$ cat config.mk
export PLATFORM = sky130hd
export DESIGN_NAME = srcp_port
export DESIGN_NICKNAME = d
export VERILOG_FILES = /design/src/srcp_sync.sv /design/src/srcp_port.sv
export SDC_FILE = /design/constraint.sdc
export NUM_CORES = 1
export LEC_CHECK = 0
export BUFFER_PORTS_ARGS = -buffer_cell sky130_fd_sc_hd__buf_2
export CAP_MARGIN = 10
export CELL_PAD_IN_SITES_DETAIL_PLACEMENT = 1
export CELL_PAD_IN_SITES_GLOBAL_PLACEMENT = 1
export CORE_UTILIZATION = 38
export DETAILED_ROUTE_END_ITERATION = 7
export GPL_ROUTABILITY_DRIVEN = 0
export HOLD_SLACK_MARGIN = 0.03
export PLACE_DENSITY = 0.79
export REMOVE_ABC_BUFFERS = 1
export SLEW_MARGIN = 20
export SYNTH_ARGS = -nofsm -noshare
export SYNTH_HDL_FRONTEND = slang
export SYNTH_HIERARCHICAL = 1
export SYNTH_SLANG_ARGS = --single-unit
export TNS_END_PERCENT = 30
$ cat constraint.sdc
create_clock -name CLK_SYS -period 2.8 [get_ports CLK_SYS]
set_clock_uncertainty 0.05 [all_clocks]
set_input_delay 0.42 -clock CLK_SYS [delete_from_list [all_inputs] [get_ports CLK_SYS]]
set_output_delay 0.42 -clock CLK_SYS [all_outputs]
set_load 0.03 [all_outputs]
$ cat src/srcp_sync.sv
// Package of constants for the serial register control port, and the
// two-flop synchroniser that brings its pins into the system clock domain.
// Assumes a single system clock; every pin is asynchronous to it.

package srcp_pkg;
	// ----------------------------------------------------------------
	// Widths, register 0x00 layout and timing figures
	// ----------------------------------------------------------------
	localparam int ADDR_W = 5;
	localparam int BYTE_W = 8;
	localparam logic [4:0] CTRL_REG_ADDR = 5'h00;
	localparam logic [4:0] ADDR_LAST = 5'h1f;
	localparam logic [7:0] CTRL_REG_RESET = 8'h00;
	localparam int CFG_BIDIR_BIT = 7;
	localparam int CFG_LSB_FIRST_BIT = 6;
	localparam int SOFT_RESET_BIT = 5;
	localparam logic [3:0] RECOVER_CORE = 4'h9; // Bits 5..2 of a recovery write.
	localparam logic [2:0] LAST_BIT = 3'h7;
	localparam int SYNC_STAGES = 2;
	// Idle pin levels {SCLK, CS_N, SDIO_I}: clock high, deselected, data low.
	localparam logic [2:0] PIN_IDLE = 3'h6;
	localparam int SCLK_MAX_KHZ = 15000;
	localparam int SYS_CLK_KHZ = 25000;
	localparam int WAKE_MCLK_CYCLES = 200;
	// System cycles in the shortest serial clock period, rounded down.
	localparam int SCLK_MIN_PERIOD_CYC = (SYS_CLK_KHZ / SCLK_MAX_KHZ) > 0 ? (SYS_CLK_KHZ / SCLK_MAX_KHZ) : 1;

	// Port sequencer states, Gray coded along idle, instruction, data, done.
	typedef enum logic [1:0] {
		SRCP_IDLE = 2'h0,
		SRCP_INSTR = 2'h1,
		SRCP_DATA = 2'h3,
		SRCP_DONE = 2'h2
	} srcp_state_t;
endpackage : srcp_pkg

`timescale 1ns/1ps

module srcp_sync #(
	parameter int WIDTH = 1,
	parameter logic [WIDTH-1:0] IDLE = '0
) (
	input wire logic clk,
	input wire logic rst_n,
	input wire logic [WIDTH-1:0] async_in,
	output logic [WIDTH-1:0] sync_out
);
	logic [WIDTH-1:0] meta_q;

	// Two flops; the first is read only by the second to keep metastability contained.
	// Reset loads the idle levels, so leaving reset shows no false edge or select.
	always_ff @(posedge clk) begin
		if (!rst_n) begin
			meta_q <= IDLE;
			sync_out <= IDLE;
		end else begin
			meta_q <= async_in;
			sync_out <= meta_q;
		end
	end
endmodule : srcp_sync

$ cat src/srcp_port.sv
// Serial register control port: device-side slave for a host serial master.
// Assumes the serial clock runs at most near three fifths of CLK_SYS so that the
// oversampled edges are seen; the register file proper lies outside.

`timescale 1ns/1ps

// Behaviour
// - Eight rising serial edges shift in the instruction, then the data phase follows.
// - Instruction MSB high means read, low means write.
// - Byte-count bits 00,01,10,11 give one to four data bytes.
// - Low five bits give start address; later addresses are generated here.
// - Each written byte updates its register at its last bit.
// - Input sampled on rising serial edges; read data changes on falling edges.
// - Select high tristates both data outputs; select low starts a cycle.
// - Control bit 7 makes the data input pin drive read data instead of the separate output pin.
// - In three-wire mode the separate output pin stays tristated.
// - Control bit 6 picks LSB-first order; reset gives MSB-first.
// - MSB-first decrements the address per byte, wrapping 0x00 to 0x1F.
// - LSB-first increments the address per byte, wrapping 0x1F to 0x00.
// - New port settings apply from the next byte of the same cycle.
// - Soft reset bit resets all other registers, not the control register.
// - A mirrored pattern write to 0x00 recovers configuration in either order.
// - The next write to 0x00, if mirrored with reset low, reloads the oscillator multiplier.
module srcp_port
	import srcp_pkg::*;
(
	input wire logic CLK_SYS,
	input wire logic RST_N,
	input wire logic SCLK,
	input wire logic CS_N,
	input wire logic SDIO_I,
	output logic SDIO_O,
	output logic SDIO_OE,
	output logic SDO_O,
	output logic SDO_OE,
	output logic [srcp_pkg::ADDR_W-1:0] RD_ADDR,
	input wire logic [srcp_pkg::BYTE_W-1:0] RD_DATA,
	output logic WR_STROBE,
	output logic [srcp_pkg::ADDR_W-1:0] WR_ADDR,
	output logic [srcp_pkg::BYTE_W-1:0] WR_DATA,
	output logic [srcp_pkg::BYTE_W-1:0] CTRL_REG,
	output logic SOFT_RESET,
	output logic OSC_MULT_LOAD
);
	import srcp_pkg::*;

	// ----------------------------------------------------------------
	// Pin synchronisation and edge detection
	// ----------------------------------------------------------------
	logic sclk_s;
	logic cs_n_s;
	logic sdi_s;
	logic sclk_prev_q;
	logic cs_act;
	logic rise;
	logic fall;

	// Synchronisers reset to the idle pin levels, so no cycle seems to start after reset.
	srcp_sync #(.WIDTH(3), .IDLE(PIN_IDLE)) u_sync (
		.clk(CLK_SYS),
		.rst_n(RST_N),
		.async_in({SCLK, CS_N, SDIO_I}),
		.sync_out({sclk_s, cs_n_s, sdi_s})
	);

	// Previous serial clock level, used only to find its edges.
	always_ff @(posedge CLK_SYS) begin
		if (!RST_N) begin
			sclk_prev_q <= 1'b1;
		end else begin
			sclk_prev_q <= sclk_s;
		end
	end

	// Edges count only while select is low, so stray clocks are ignored.
	assign cs_act = ~cs_n_s;
	assign rise = cs_act & sclk_s & ~sclk_prev_q;
	assign fall = cs_act & ~sclk_s & sclk_prev_q;

	// ----------------------------------------------------------------
	// Shift-in path and byte decode
	// ----------------------------------------------------------------
	srcp_state_t state_q;
	logic [2:0] bit_cnt_q;
	logic [7:0] sh_q;
	logic [7:0] byte_in;
	logic byte_done;
	logic rw_q;
	logic [1:0] bytes_left_q;
	logic [ADDR_W-1:0] addr_q;
	logic [7:0] ctrl_q;
	logic [7:0] ctrl_d;
	logic lsb_first;
	logic ctrl_wr;
	logic other_wr;
	logic mirrored;
	logic recover_q;

	assign lsb_first = ctrl_q[CFG_LSB_FIRST_BIT];

	assign byte_in = lsb_first ? {sdi_s, sh_q[7:1]} : {sh_q[6:0], sdi_s};
	assign byte_done = rise && (bit_cnt_q == LAST_BIT);

	// Shift register and bit counter; a high select clears the count.
	always_ff @(posedge CLK_SYS) begin
		if (!RST_N) begin
			sh_q <= 8'h00;
			bit_cnt_q <= 3'h0;
		end else if (!cs_act) begin
			bit_cnt_q <= 3'h0;
		end else if (rise) begin
			sh_q <= byte_in;
			bit_cnt_q <= bit_cnt_q + 3'h1;
		end
	end

	// Write decode for the completed byte of a write data phase.
	assign ctrl_wr = byte_done && (state_q == SRCP_DATA) && !rw_q && (addr_q == CTRL_REG_ADDR);
	assign other_wr = byte_done && (state_q == SRCP_DATA) && !rw_q && (addr_q != CTRL_REG_ADDR);
	assign ctrl_d = ctrl_wr ? byte_in : ctrl_q;
	// mirror test, symmetric so it reads alike in either bit order
	assign mirrored = (byte_in[0] == byte_in[7]) && (byte_in[1] == byte_in[6]);

	// ----------------------------------------------------------------
	// Cycle sequencer
	// ----------------------------------------------------------------
	// abort on select high
	always_ff @(posedge CLK_SYS) begin
		if (!RST_N) begin
			state_q <= SRCP_IDLE;
			rw_q <= 1'b0;
			bytes_left_q <= 2'h0;
			addr_q <= 5'h00;
		end else if (!cs_act) begin
			state_q <= SRCP_IDLE;
		end else begin
			unique case (state_q)
				SRCP_IDLE: begin
					state_q <= SRCP_INSTR;
				end
				SRCP_INSTR: begin
					if (byte_done) begin
						state_q <= SRCP_DATA;
						rw_q <= byte_in[7];
						bytes_left_q <= byte_in[6:5];
						addr_q <= byte_in[4:0];
					end
				end
				SRCP_DATA: begin
					if (byte_done) begin
						if (bytes_left_q == 2'h0) begin
							state_q <= SRCP_DONE;
						end else begin
							bytes_left_q <= bytes_left_q - 2'h1;
							// decrement, increment; both wrap by width
							if (ctrl_d[CFG_LSB_FIRST_BIT]) begin
								addr_q <= addr_q + 5'h01;
							end else begin
								addr_q <= addr_q - 5'h01;
							end
						end
					end
				end
				SRCP_DONE: begin
					state_q <= SRCP_DONE; // Extra clocks are ignored until select rises.
				end
			endcase
		end
	end

	// ----------------------------------------------------------------
	// Control register and its side effects
	// ----------------------------------------------------------------
	// control byte, applied at its last bit
	always_ff @(posedge CLK_SYS) begin
		if (!RST_N) begin
			ctrl_q <= CTRL_REG_RESET;
		end else begin
			ctrl_q <= ctrl_d;
		end
	end

	// soft reset pulse, which leaves the control byte alone
	// multiplier reload after a recovery write
	always_ff @(posedge CLK_SYS) begin
		if (!RST_N) begin
			SOFT_RESET <= 1'b0;
			OSC_MULT_LOAD <= 1'b0;
			recover_q <= 1'b0;
		end else begin
			SOFT_RESET <= ctrl_wr && byte_in[SOFT_RESET_BIT];
			OSC_MULT_LOAD <= ctrl_wr && recover_q && mirrored && !byte_in[SOFT_RESET_BIT];
			if (ctrl_wr) begin
				recover_q <= mirrored && (byte_in[5:2] == RECOVER_CORE);
			end
		end
	end

	assign CTRL_REG = ctrl_q;

	// ----------------------------------------------------------------
	// Write strobe towards the outer register file
	// ----------------------------------------------------------------
	// per-byte update
	always_ff @(posedge CLK_SYS) begin
		if (!RST_N) begin
			WR_STROBE <= 1'b0;
			WR_ADDR <= 5'h00;
			WR_DATA <= 8'h00;
		end else begin
			WR_STROBE <= other_wr;
			if (other_wr) begin
				WR_ADDR <= addr_q;
				WR_DATA <= byte_in;
			end
		end
	end

	assign RD_ADDR = addr_q;

	// ----------------------------------------------------------------
	// Read data path
	// ----------------------------------------------------------------
	logic [7:0] tx_q;
	logic [7:0] rd_src;
	logic dout_q;
	logic drv_q;
	logic sdio_oe_q;
	logic sdo_oe_q;

	// The control byte is held here, so its reads never leave the port.
	assign rd_src = (addr_q == CTRL_REG_ADDR) ? ctrl_q : RD_DATA;

	// read data changes on falling edges; the first bit of each byte loads fresh.
	always_ff @(posedge CLK_SYS) begin
		if (!RST_N) begin
			tx_q <= 8'h00;
			dout_q <= 1'b0;
			drv_q <= 1'b0;
		end else if (!cs_act) begin
			drv_q <= 1'b0;
		end else if (fall && (state_q == SRCP_DATA) && rw_q) begin
			drv_q <= 1'b1;
			if (bit_cnt_q == 3'h0) begin
				dout_q <= lsb_first ? rd_src[0] : rd_src[7];
				tx_q <= lsb_first ? {1'b0, rd_src[7:1]} : {rd_src[6:0], 1'b0};
			end else begin
				dout_q <= lsb_first ? tx_q[0] : tx_q[7];
				tx_q <= lsb_first ? {1'b0, tx_q[7:1]} : {tx_q[6:0], 1'b0};
			end
		end
	end

	always_ff @(posedge CLK_SYS) begin
		if (!RST_N) begin
			sdio_oe_q <= 1'b0;
			sdo_oe_q <= 1'b0;
		end else begin
			sdio_oe_q <= cs_act && drv_q && ctrl_q[CFG_BIDIR_BIT];
			sdo_oe_q <= cs_act && drv_q && !ctrl_q[CFG_BIDIR_BIT];
		end
	end

	assign SDIO_O = dout_q;
	assign SDO_O = dout_q;
	assign SDIO_OE = sdio_oe_q;
	assign SDO_OE = sdo_oe_q;
endmodule : srcp_port

==> results of run 1 <==
through the flow:
stage / area [sq um] / utilization, % / worst slack (ns) / power, uW
after floorplan: 2850 / - / -0.231 / 972
after detailed placement: 3300 / 44.8 / 0.141 / 995
final: 3550 / 48.2 / 0.173 / 1880
after CTS: 3540 / 48.0 / 0.0561 / 1900
after global placement: 3300 / 44.8 / 0.332 / 993
after global routing: 3550 / 48.2 / 0.00916 / 1950
cells by family after synthesis:
group | after synthesis
buffers and inverters | 30
and+or+nand+nor | 125
DFF | 65
muxes | 19
AOI/OAI and AO/OA | 90
xor gates and xnor gates | 6
adders and majority gates | 5
worst paths after layout:
check / startpoint / endpoint / slack [ns] / depth (start not counted)
setup / recovery: bit_cnt_q[0]$_SDFFE_PP0N_ / RD_ADDR[4]$_SDFFE_PN0P_ / 0.17 / 11
hold / removal: CS_N / u_sync/meta_q[1]$_SDFF_PN1_ / 0.21 / 2
setup reg to reg: bit_cnt_q[0]$_SDFFE_PP0N_ / RD_ADDR[4]$_SDFFE_PN0P_ / 0.17 / 11
hold reg to reg: u_sync/meta_q[1]$_SDFF_PN1_ / u_sync/sync_out[1]$_SDFF_PN1_ / 0.37 / 1
where the power goes:
group          internal [uW]  switching, uW  total, uW  leakage (uW)
Sequential               930           3.96        933      0.000525
Clock                    547            365        912      0.000115
Combinational           14.5           24.9       39.4      0.000725
Total                   1490            394       1880       0.00137
layout make-up:
| class | instances | area (sq um) | share of cell area (%) |
|---|---|---|---|
| clock inverter | 5 | 77.6 | 2.18 |
| tap | 99 | 124 | 3.49 |
| inverter | 7 | 26.3 | 0.740 |
| timing repair buffer | 59 | 330 | 9.30 |
| sequential | 65 | 1300 | 36.6 |
| multi-input combinational | 245 | 1540 | 43.4 |
| clock buffer | 11 | 151 | 4.26 |
flip-flops by register name (all words and copies together), names as in the netlist:
| name | flops |
|---|---|
| recover_q | 1 |
| WR_STROBE | 1 |
| SDIO_OE | 1 |
| SDO_OE | 1 |
| RD_ADDR | 5 |
| rw_q | 1 |
| WR_ADDR | 5 |
| sclk_prev_q | 1 |
| WR_DATA | 8 |
| sh_q | 8 |
| bytes_left_q | 2 |
| SOFT_RESET | 1 |
| OSC_MULT_LOAD | 1 |
| tx_q | 8 |
| u_sync/sync_out | 3 |
| bit_cnt_q | 3 |
| u_sync/meta_q | 3 |
| drv_q | 1 |
| SDIO_O | 1 |
| CTRL_REG | 8 |
| state_q | 2 |
placed cells by master (no fill, tap or decap), types with 3 or more instances in the layout:
cell,synthesis,layout
and2_1,3,3
a211oi_1,30,30
xnor2_1,4,4
nor2_1,50,49
o211ai_1,4,4
clkbuf_8,0,11
nand2_1,32,32
nand3_1,7,7
mux2i_1,19,19
nand4_1,3,3
buf_2,4,45
buf_4,2,14
o21ai_0,15,15
a22oi_1,3,3
a21oi_1,21,20
ha_1,5,5
nand2b_1,8,8
inv_1,6,6
dfxtp_1,65,65
nor3_1,4,4
per-layer routing:
layer,vias up,GRT usage (%),routed length (microns)
li1,1311,-,-
met1,1312,27.3,3970
met2,58,35.1,4010
met3,14,3.55,245
met4,0,10.6,159
met5,-,0,0
repair_timing:
action                     CTS  global route
setup buffers                0             0
setup endpoints to repair    1             1
cloned                       0             0
gates resized for setup      2             3
pin swaps                    0             0
worst reg2reg max path, cell delays in order (launching register included):
cell and delay (ns):
dfxtp_1 0.32, ha_1 0.20, ha_1 0.21, and4b_1 0.24, and3_1 0.21, nor2_2 0.16, xnor2_1 0.09, ha_1 0.27
nor4_2 0.18, o21ai_1 0.12, a2111oi_2 0.37, o31a_1 0.16
==> flow_summary_export.csv, run 1 <==
group,metric,value,unit
outcome,status,"completed",
critical_path,crit_path_end_kind,"flop",
synth,ys.warnings.count,6,
critical_path,required,3.04,ns
floorplanning,dieArea,8120,sq um
critical_path,cp_max_fo,7,
sta,timing.fmax,381,MHz
critical_path,worstPathArrival,2.86,ns
synth,synth_common_cells,"dfxtp_1 (65), nor2_1 (50), nand2_1 (32), a211oi_1 (30), a21oi_1 (21)",
synth,synth_xor_area_share,1.78,%
floorplanning,core_area,7370,sq um
sta,worstMarginPinSlew,0.732,ns
grt,gr-total-overflow,0,
sta,min_period,2.63,ns
clocking,hold_buffers,0,
sta,finalCritPeriodShare,93.8,%
clocking,cts_buffer_depth,2,
grt,antenna_found_initial,0,
synth,ys_seq_area_share,44.1,%
critical_path,critPathBufInv,0,
grt,track_usage,21.4,%
synth,postSynthAreaPerCell,8.67,sq um
placement,portBuffers,45,
synth,synth.most_common_cell,"dfxtp_1",
sta,setup_violations,0,
synth,synth_mux_area_share,6.45,%
grt,grt_pass1_vias,2735,
floorplanning,rows,31,
power_and_ir_drop,vdd_drop_max,0.323,mV
route,drtIter0Drc,114,
synth,synthAdderAreaFrac,2.12,%
floorplanning,die_w,90.1,microns
synth,syn_inst,340,
clocking,path_clk_slew,0.07,ns
clocking,numCtsBuffers,9,
synth,synth-compound-area-share,20.3,%
synth,synth_top_family_by_area,"simple AND/OR/NAND/NOR gates",
critical_path,cpMaxStageDelayCell,"a2111oi_2",
grt,grt_pass1_wl,13.8,mm
route,first_pass_iters,4,
sta,hold_slack,0.206,ns
synth,yosys.area_share.simple,21.0,%
sta,maxSlewHeadroom,49.8,%
clocking,clkLatencyLatePin,0.34,ns
synth,netlist_area,2950,sq um
clocking,cts-htree-levels,3,
synth,synth_edf_count,0,
power_and_ir_drop,leakage,0.00137,uW
route,drc,0,
finish,layout.cells.non_filler,491,
synth,synthFlopType,"dfxtp_1",
clocking,tritoncts,"done",
synth,async_flop_share,0,%
synth,yosys.area.top_type,"dfxtp_1",
critical_path,worstPathCellList,"ha_1 > ha_1 > and4b_1 > and3_1 > nor2_2 > xnor2_1 > ha_1 > nor4_2 > o21ai_1 > a2111oi_2 > o31a_1",
finish,fillers,919,
route,routed_wl,8.38,mm
floorplanning,floorplan.initialDensity,40.0,%
finish,num-nets-final,405,
route,viasPerCell,5.49,
clocking,cts-root-buf,"clkbuf_8",
synth,ys_ff_latch,65,
floorplanning,pin_count,46,
route,postRouteAntennaNets,0,
sta,hold_viol,0,
power_and_ir_drop,pwr_density_cell,531,nW/um^2
min_path,hold_path.class,"input port to flop",
critical_path,cp-start-kind,"flop",
finish,areaGrowthSynthToFinish,20.4,%
sta,slew_violations,0,
run,cap_violations,0,
placement,dpl.cell_count,475,
critical_path,crit_top_cell,"ha_1",
route,vias,2695,
sta,fin_setup_tns,0,ns
synth,synth.distinct_cells,48,
finish,drive_gt1_share,21.9,%
critical_path,cp_slowest_stage_delay,0.37,ns
synth,netlist.area_leader.share,44.1,%
route,wire_per_inst,17.1,microns
grt,grt_max_degree,41,
critical_path,critPathKind,"flop to flop",
sta,rsz0062_at_grt,"false",
finish,diodes,0,
synth,synth.area.top_cells,"dfxtp_1 (44%), a211oi_1 (7.6%), mux2i_1 (6.4%)",
critical_path,cpLargestDelayFamily,"simple AND/OR/NAND/NOR gates",
clocking,clock-sinks,65,
floorplanning,die_y,90.1,microns
placement,hpwl,5.80,mm
No activity file was read; power rests on OpenSTA's default activity.
==> inputs of run 2 (changes only) <==
- CORE_MARGIN: unset -> 2
- SYNTH_HIERARCHICAL: 1 -> unset
==> run 2 against run 1 <==
Against the previous run: final cell count increased by 5.5%; core utilization increased by 0.38 points; clock power decreased by 11%; critical endpoint unchanged; sequential cell count unchanged; power decreased by 4.9%; sequential power about the same; setup slack got worse by 0.15 ns; critical path type unchanged; non-clock buffer count increased by 17; largest power group unchanged; sequential share of layout area decreased by 2.1 points; area after synthesis increased by 3.5%; worst hold slack about the same.
==> flow_summary_export.csv, run 2 <==
group,metric,value,unit
sta,timing.fmax,360,MHz
route,viasPerCell,5.53,
placement,hpwl,6.33,mm
synth,ys.warnings.count,0,
critical_path,worstPathCellList,"ha_4 > ha_4 > and4bb_1 > and4_4 > mux2i_4 > xor2_1 > ha_2 > buf_6 > nor4_2 > a31oi_1 > o21ai_1 > a311oi_1 > a22o_1",
route,routed_wl,8.93,mm
clocking,cts_buffer_depth,2,
grt,track_usage,21.5,%
clocking,cts-htree-levels,3,
sta,fin_setup_tns,0,ns
synth,synth_common_cells,"dfxtp_1 (65), nor2_1 (56), a211oi_1 (31), nand2_1 (22), mux2i_1 (19)",
route,drtIter0Drc,149,
floorplanning,die_w,93.6,microns
finish,final_common_cell,"dfxtp_1",
synth,synthFlopType,"dfxtp_1",
clocking,numCtsBuffers,9,
route,vias,2865,
route,wire_per_inst,17.2,microns
sta,setup_violations,0,
run,cap_violations,0,
critical_path,cp_slowest_stage_delay,0.35,ns
sta,hold_viol,0,
finish,fillers,970,
sta,min_period,2.78,ns
clocking,tritoncts,"done",
placement,post_dp_cell_area,3510,sq um
finish,areaGrowthSynthToFinish,23.6,%
synth,async_flop_share,0,%
synth,synth_edf_count,0,
finish,final_cell_mix,"dfxtp_1 (63), nor2_1 (55), buf_2 (45), a211oi_1 (31), buf_4 (29)",
synth,synth.distinct_cells,54,
critical_path,cp_max_fo,5,
grt,grt_pass1_wl,14.7,mm
synth,ys_ff_latch,65,
clocking,path_clk_slew,0.07,ns
critical_path,crit_path_end_kind,"flop",
synth,postSynthAreaPerCell,8.75,sq um
synth,netlist.area_leader.share,42.6,%
synth,synth.area.top_cells,"dfxtp_1 (43%), a211oi_1 (7.6%), nor2_1 (6.9%)",
critical_path,cpMaxStageDelayCell,"dfxtp_2",
synth,syn_inst,349,
finish,num-nets-final,430,
power_and_ir_drop,pwr_density_cell,475,nW/um^2
power_and_ir_drop,vdd_drop_max,0.241,mV
synth,netlist_area,3050,sq um
critical_path,worstPathArrival,3.02,ns
synth,synth.most_common_cell,"dfxtp_1",
placement,portBuffers,45,
finish,diodes,0,
route,first_pass_iters,4,
power_and_ir_drop,leakage,0.00146,uW
sta,worstMarginPinSlew,0.628,ns
route,drc,0,
grt,gr-total-overflow,0,
critical_path,crit_top_cell,"ha_4",
floorplanning,die_y,93.6,microns
synth,yosys.area.top_type,"dfxtp_1",
floorplanning,pin_count,46,
grt,grt_max_degree,33,
synth,ys_seq_area_share,42.6,%
floorplanning,rows,32,
sta,rsz0062_at_grt,"true",
clocking,cts-root-buf,"clkbuf_8",
floorplanning,dieArea,8770,sq um
critical_path,required,3.04,ns
finish,drive_gt1_share,26.2,%
floorplanning,floorplan.initialDensity,39.3,%
route,postRouteAntennaNets,0,
floorplanning,core_area,7770,sq um
min_path,hold_path.class,"input port to flop",
clocking,clkLatencyLatePin,0.35,ns
clocking,clock-sinks,65,
sta,finalCritPeriodShare,99.1,%
grt,grt_pass1_vias,2977,
sta,maxSlewHeadroom,58.1,%
grt,antenna_found_initial,0,
sta,slew_violations,0,
outcome,status,"completed",
critical_path,cp-start-kind,"flop",
critical_path,critPathKind,"flop to flop",
power_and_ir_drop,p_total,1790,uW
finish,fin_area,3770,sq um
## run 2: cell families after synthesis
kind of cell,count (synthesis),share of synthesized area [%]
compound gates,88,19.2
xor+xnor,6,1.72
fa+ha+maj,5,2.05
buf+inv,32,4.59
flops,65,42.6
mux,23,8.44
simple gates,130,21.4
## run 2: where the power goes
| group | internal (uW) | switching [uW] | total, uW |
|---|---|---|---|
| Clock | 452 | 358 | 811 |
| Combinational | 18.5 | 29.6 | 48.0 |
| Sequential | 930 | 3.47 | 933 |
| Total | 1400 | 391 | 1790 |
## run 2: critical path: cells and delay by family, from the launching register on
| family | cells | cell delay [ns] |
|---|---|---|
| mux | 1 | 0.24 |
| simple gates | 3 | 0.53 |
| buf+inv | 1 | 0.12 |
| flops | 1 | 0.35 |
| compound gates | 4 | 0.74 |
| xor+xnor | 1 | 0.18 |
| fa+ha+maj | 3 | 0.50 |
## run 2: per-layer routing
layer / vias to the layer above / track usage [%] / part of all wire [%] / wire length [microns]
met4: 0 / 9.66 / 2.6 / 235
li1: 1379 / - / - / -
met2: 75 / 36.4 / 48 / 4260
met3: 19 / 3.38 / 3.9 / 344
met1: 1392 / 26.8 / 46 / 4080
met5: - / 0 / 0 / 0
## run 2: path summary, 6_finish.rpt
check                              start                       endpoint  slack (ns)  depth (start not counted)
max            bit_cnt_q[0]$_SDFFE_PP0N_        RD_ADDR[4]$_SDFFE_PN0P_        0.02                         13
min                                 CS_N    u_sync.meta_q[1]$_SDFF_PN1_        0.21                          2
max reg2reg    bit_cnt_q[0]$_SDFFE_PP0N_        RD_ADDR[4]$_SDFFE_PN0P_        0.02                         13
min reg2reg  u_sync.meta_q[1]$_SDFF_PN1_  u_sync.sync_out[1]$_SDFF_PN1_        0.36                          1
## run 2: area by class of cell
cell class / count / area [sq um] / share of cell area, %
sequential: 65 / 1300 / 34.6
inverter: 8 / 30.0 / 0.796
timing repair buffer: 76 / 462 / 12.2
tap: 102 / 128 / 3.38
multi-input combinational: 252 / 1650 / 43.8
clock inverter: 3 / 40.0 / 1.06
clock buffer: 12 / 155 / 4.11
## run 2: timing repair
action / in CTS / in global routing
pin swaps: 8 / 5
resized for setup: 10 / 4
hold endpoints to repair: 0 / 0
hold buffers: 0 / 0
endpoints found under the setup margin: 2 / 2
buffers inserted: 1 / 1
## run 2: metrics by stage
step	instances	utilization [%]	hold WS (ns)	worst slack [ns]
6_report	518	48.6	0.206	0.0239
5_1_grt	518	48.6	0.212	-0.0988
4_1_cts	516	48.0	0.193	0.0187
3_5_place_dp	500	45.1	0.356	-0.180
3_3_place_gp	500	45.1	0.344	-0.0407
2_1_floorplan	325	-	0.336	-0.710
==> inputs of run 3 (changes only) <==
- GPL_TIMING_DRIVEN: unset -> 0
==> run 3 against run 2 <==
Against the previous run: the run now ends with setup timing left; count of clock-buffer cells in the layout increased by 2; design area decreased by 1.3%; via count decreased by 2.5%; worst hold slack got worse by 0.0015 ns; combinational power decreased by 17%; final cell count decreased by 3.5%; first-iteration DRC count decreased by 28%; die area unchanged; global-route usage decreased by 0.44 points; critical path depth unchanged; critical path type unchanged; critical endpoint unchanged; largest power group unchanged; highest routed layer unchanged.
==> flow_summary_export.csv, run 3 (synthesized netlist as in run 2, its figures left out) <==
group,metric,value,unit
critical_path,worstPathArrival,3.02,ns
finish,num-nets-final,411,
sta,hold_viol,0,
grt,busiest_layer,"met2",
floorplanning,core_area,7770,sq um
clocking,clkLatencyLatePin,0.35,ns
finish,diodes,0,
grt,gr-total-overflow,0,
critical_path,crit_path_end_kind,"flop",
route,routed_wl,8.68,mm
run,cap_violations,0,
power_and_ir_drop,vdd_drop_max,0.305,mV
clocking,numCtsBuffers,9,
clocking,path_clk_slew,0.07,ns
placement,portBuffers,45,
clocking,hold_buffers,0,
sta,worstMarginPinSlew,1.16,ns
route,drtIter0Drc,107,
clocking,clock-sinks,65,
sta,min_period,2.83,ns
power_and_ir_drop,pwr_density_cell,487,nW/um^2
clocking,cts-htree-levels,3,
grt,grt_pass1_vias,2872,
grt,antenna_found_initial,0,
critical_path,required,2.99,ns
grt,grt_util_met1,25.9,%
sta,timing.fmax,353,MHz
critical_path,cp_slowest_stage_delay,0.35,ns
finish,areaGrowthSynthToFinish,22.0,%
floorplanning,floorplan.initialDensity,39.3,%
finish,final_cell_mix,"dfxtp_1 (62), nor2_1 (55), buf_2 (45), a211oi_1 (31), nand2_1 (22)",
critical_path,cp_max_fo,4,
power_and_ir_drop,leakage,0.00140,uW
route,wire_per_inst,17.4,microns
grt,grt_pass1_wl,14.3,mm
critical_path,worstPathCellList,"ha_4 > ha_4 > and4bb_2 > and4_4 > mux2i_4 > xor2_1 > ha_2 > buf_6 > buf_6 > a31oi_4 > o21ai_2 > a311oi_2 > a22o_1",
grt,grt_max_degree,41,
sta,setup_violations,1,
finish,final_core_util,47.9,%
route,viasPerCell,5.59,
outcome,status,"complete, but fails checks",
floorplanning,rows,32,
finish,drive_gt1_share,24.1,%
critical_path,cp-start-kind,"flop",
finish,final-seq-area,1310,sq um
floorplanning,dieArea,8770,sq um
placement,hpwl,5.73,mm
route,drc,0,
route,first_pass_iters,4,
floorplanning,pin_count,46,
finish,fillers,932,
sta,maxSlewHeadroom,22.5,%
grt,track_usage,21.0,%
route,postRouteAntennaNets,0,
clocking,tritoncts,"done",
sta,slew_violations,0,
power_and_ir_drop,p_total,1810,uW
grt,use_met3,4.83,%
critical_path,cpLargestDelayFamily,"compound AO/OA/AOI/OAI gates",
min_path,hold_path.class,"input port to flop",
finish,multiInputGateArea,1710,sq um
clocking,cts_buffer_depth,2,
sta,setup_ws,-0.0293,ns
sta,finalCritPeriodShare,101,%
clocking,cts-root-buf,"clkbuf_8",
floorplanning,die_y,93.6,microns
grt,use_met2,35.6,%
floorplanning,die_w,93.6,microns
critical_path,cpMaxStageDelayCell,"dfxtp_2",
outcome,violations,"setup timing",
sta,rsz0062_at_grt,"true",
critical_path,critPathBufInv,2,
finish,final_common_cell,"dfxtp_1",
route,vias,2794,
critical_path,critPathKind,"flop to flop",
[run 3: worst register-to-register path: cells and delay by family (launching register included)]
kind	cells	cell delay (ns)
and+or+nand+nor	2	0.52
xor gates and xnor gates	1	0.18
buffers and inverters	2	0.24
muxes	1	0.24
AOI/OAI and AO/OA	4	0.62
adders and majority gates	3	0.51
DFF	1	0.35
[run 3: power by group]
| part | total [uW] | internal [uW] | switching, uW |
|---|---|---|---|
| registers | 934 | 929 | 4.78 |
| logic | 39.9 | 13.9 | 26.0 |
| clock network | 839 | 484 | 355 |
| total | 1810 | 1430 | 386 |
[run 3: per-layer routing]
metal	wire length [microns]	share of wire [%]
met5	0	0
met3	363	4.2
met4	161	1.9
met1	3890	45
met2	4260	49
[run 3: area by class of cell]
cell class / count / area share (%)
sequential: 65 / 35.1
timing repair buffer: 57 / 9.21
inverter: 8 / 0.806
multi-input combinational: 252 / 45.9
clock inverter: 2 / 0.941
clock buffer: 14 / 4.64
tap: 102 / 3.43
[run 3: worst paths after layout]
path | startpoint | end | slack, ns | depth (start not counted)
min reg2reg | u_sync.meta_q[1]$_SDFF_PN1_ | u_sync.sync_out[1]$_SDFF_PN1_ | 0.36 | 1
max | bit_cnt_q[1]$_SDFFE_PP0N_ | RD_ADDR[4]$_SDFFE_PN0P_ | -0.03 | 13
min | SCLK | u_sync.meta_q[2]$_SDFF_PN1_ | 0.20 | 2
max reg2reg | bit_cnt_q[1]$_SDFFE_PP0N_ | RD_ADDR[4]$_SDFFE_PN0P_ | -0.03 | 13
[run 3: through the flow]
step	instance area, sq um	cells	hold slack, ns	setup TNS (ns)	setup slack, ns
2_1_floorplan	2940	325	0.336	-1.18	-0.710
6_report	3720	500	0.204	-0.0293	-0.0293
5_1_grt	3720	500	0.207	-0.236	-0.121
3_3_place_gp	3300	472	0.342	-2.39	-1.14
3_5_place_dp	3340	474	0.347	-2.69	-1.27
4_1_cts	3680	497	0.189	0	0.000691
[run 3: timing repair]
item / in CTS / in global routing
pin swaps: 9 / 5
setup buffers: 7 / 3
endpoints found under the setup margin: 3 / 2
gates resized for setup: 20 / 3
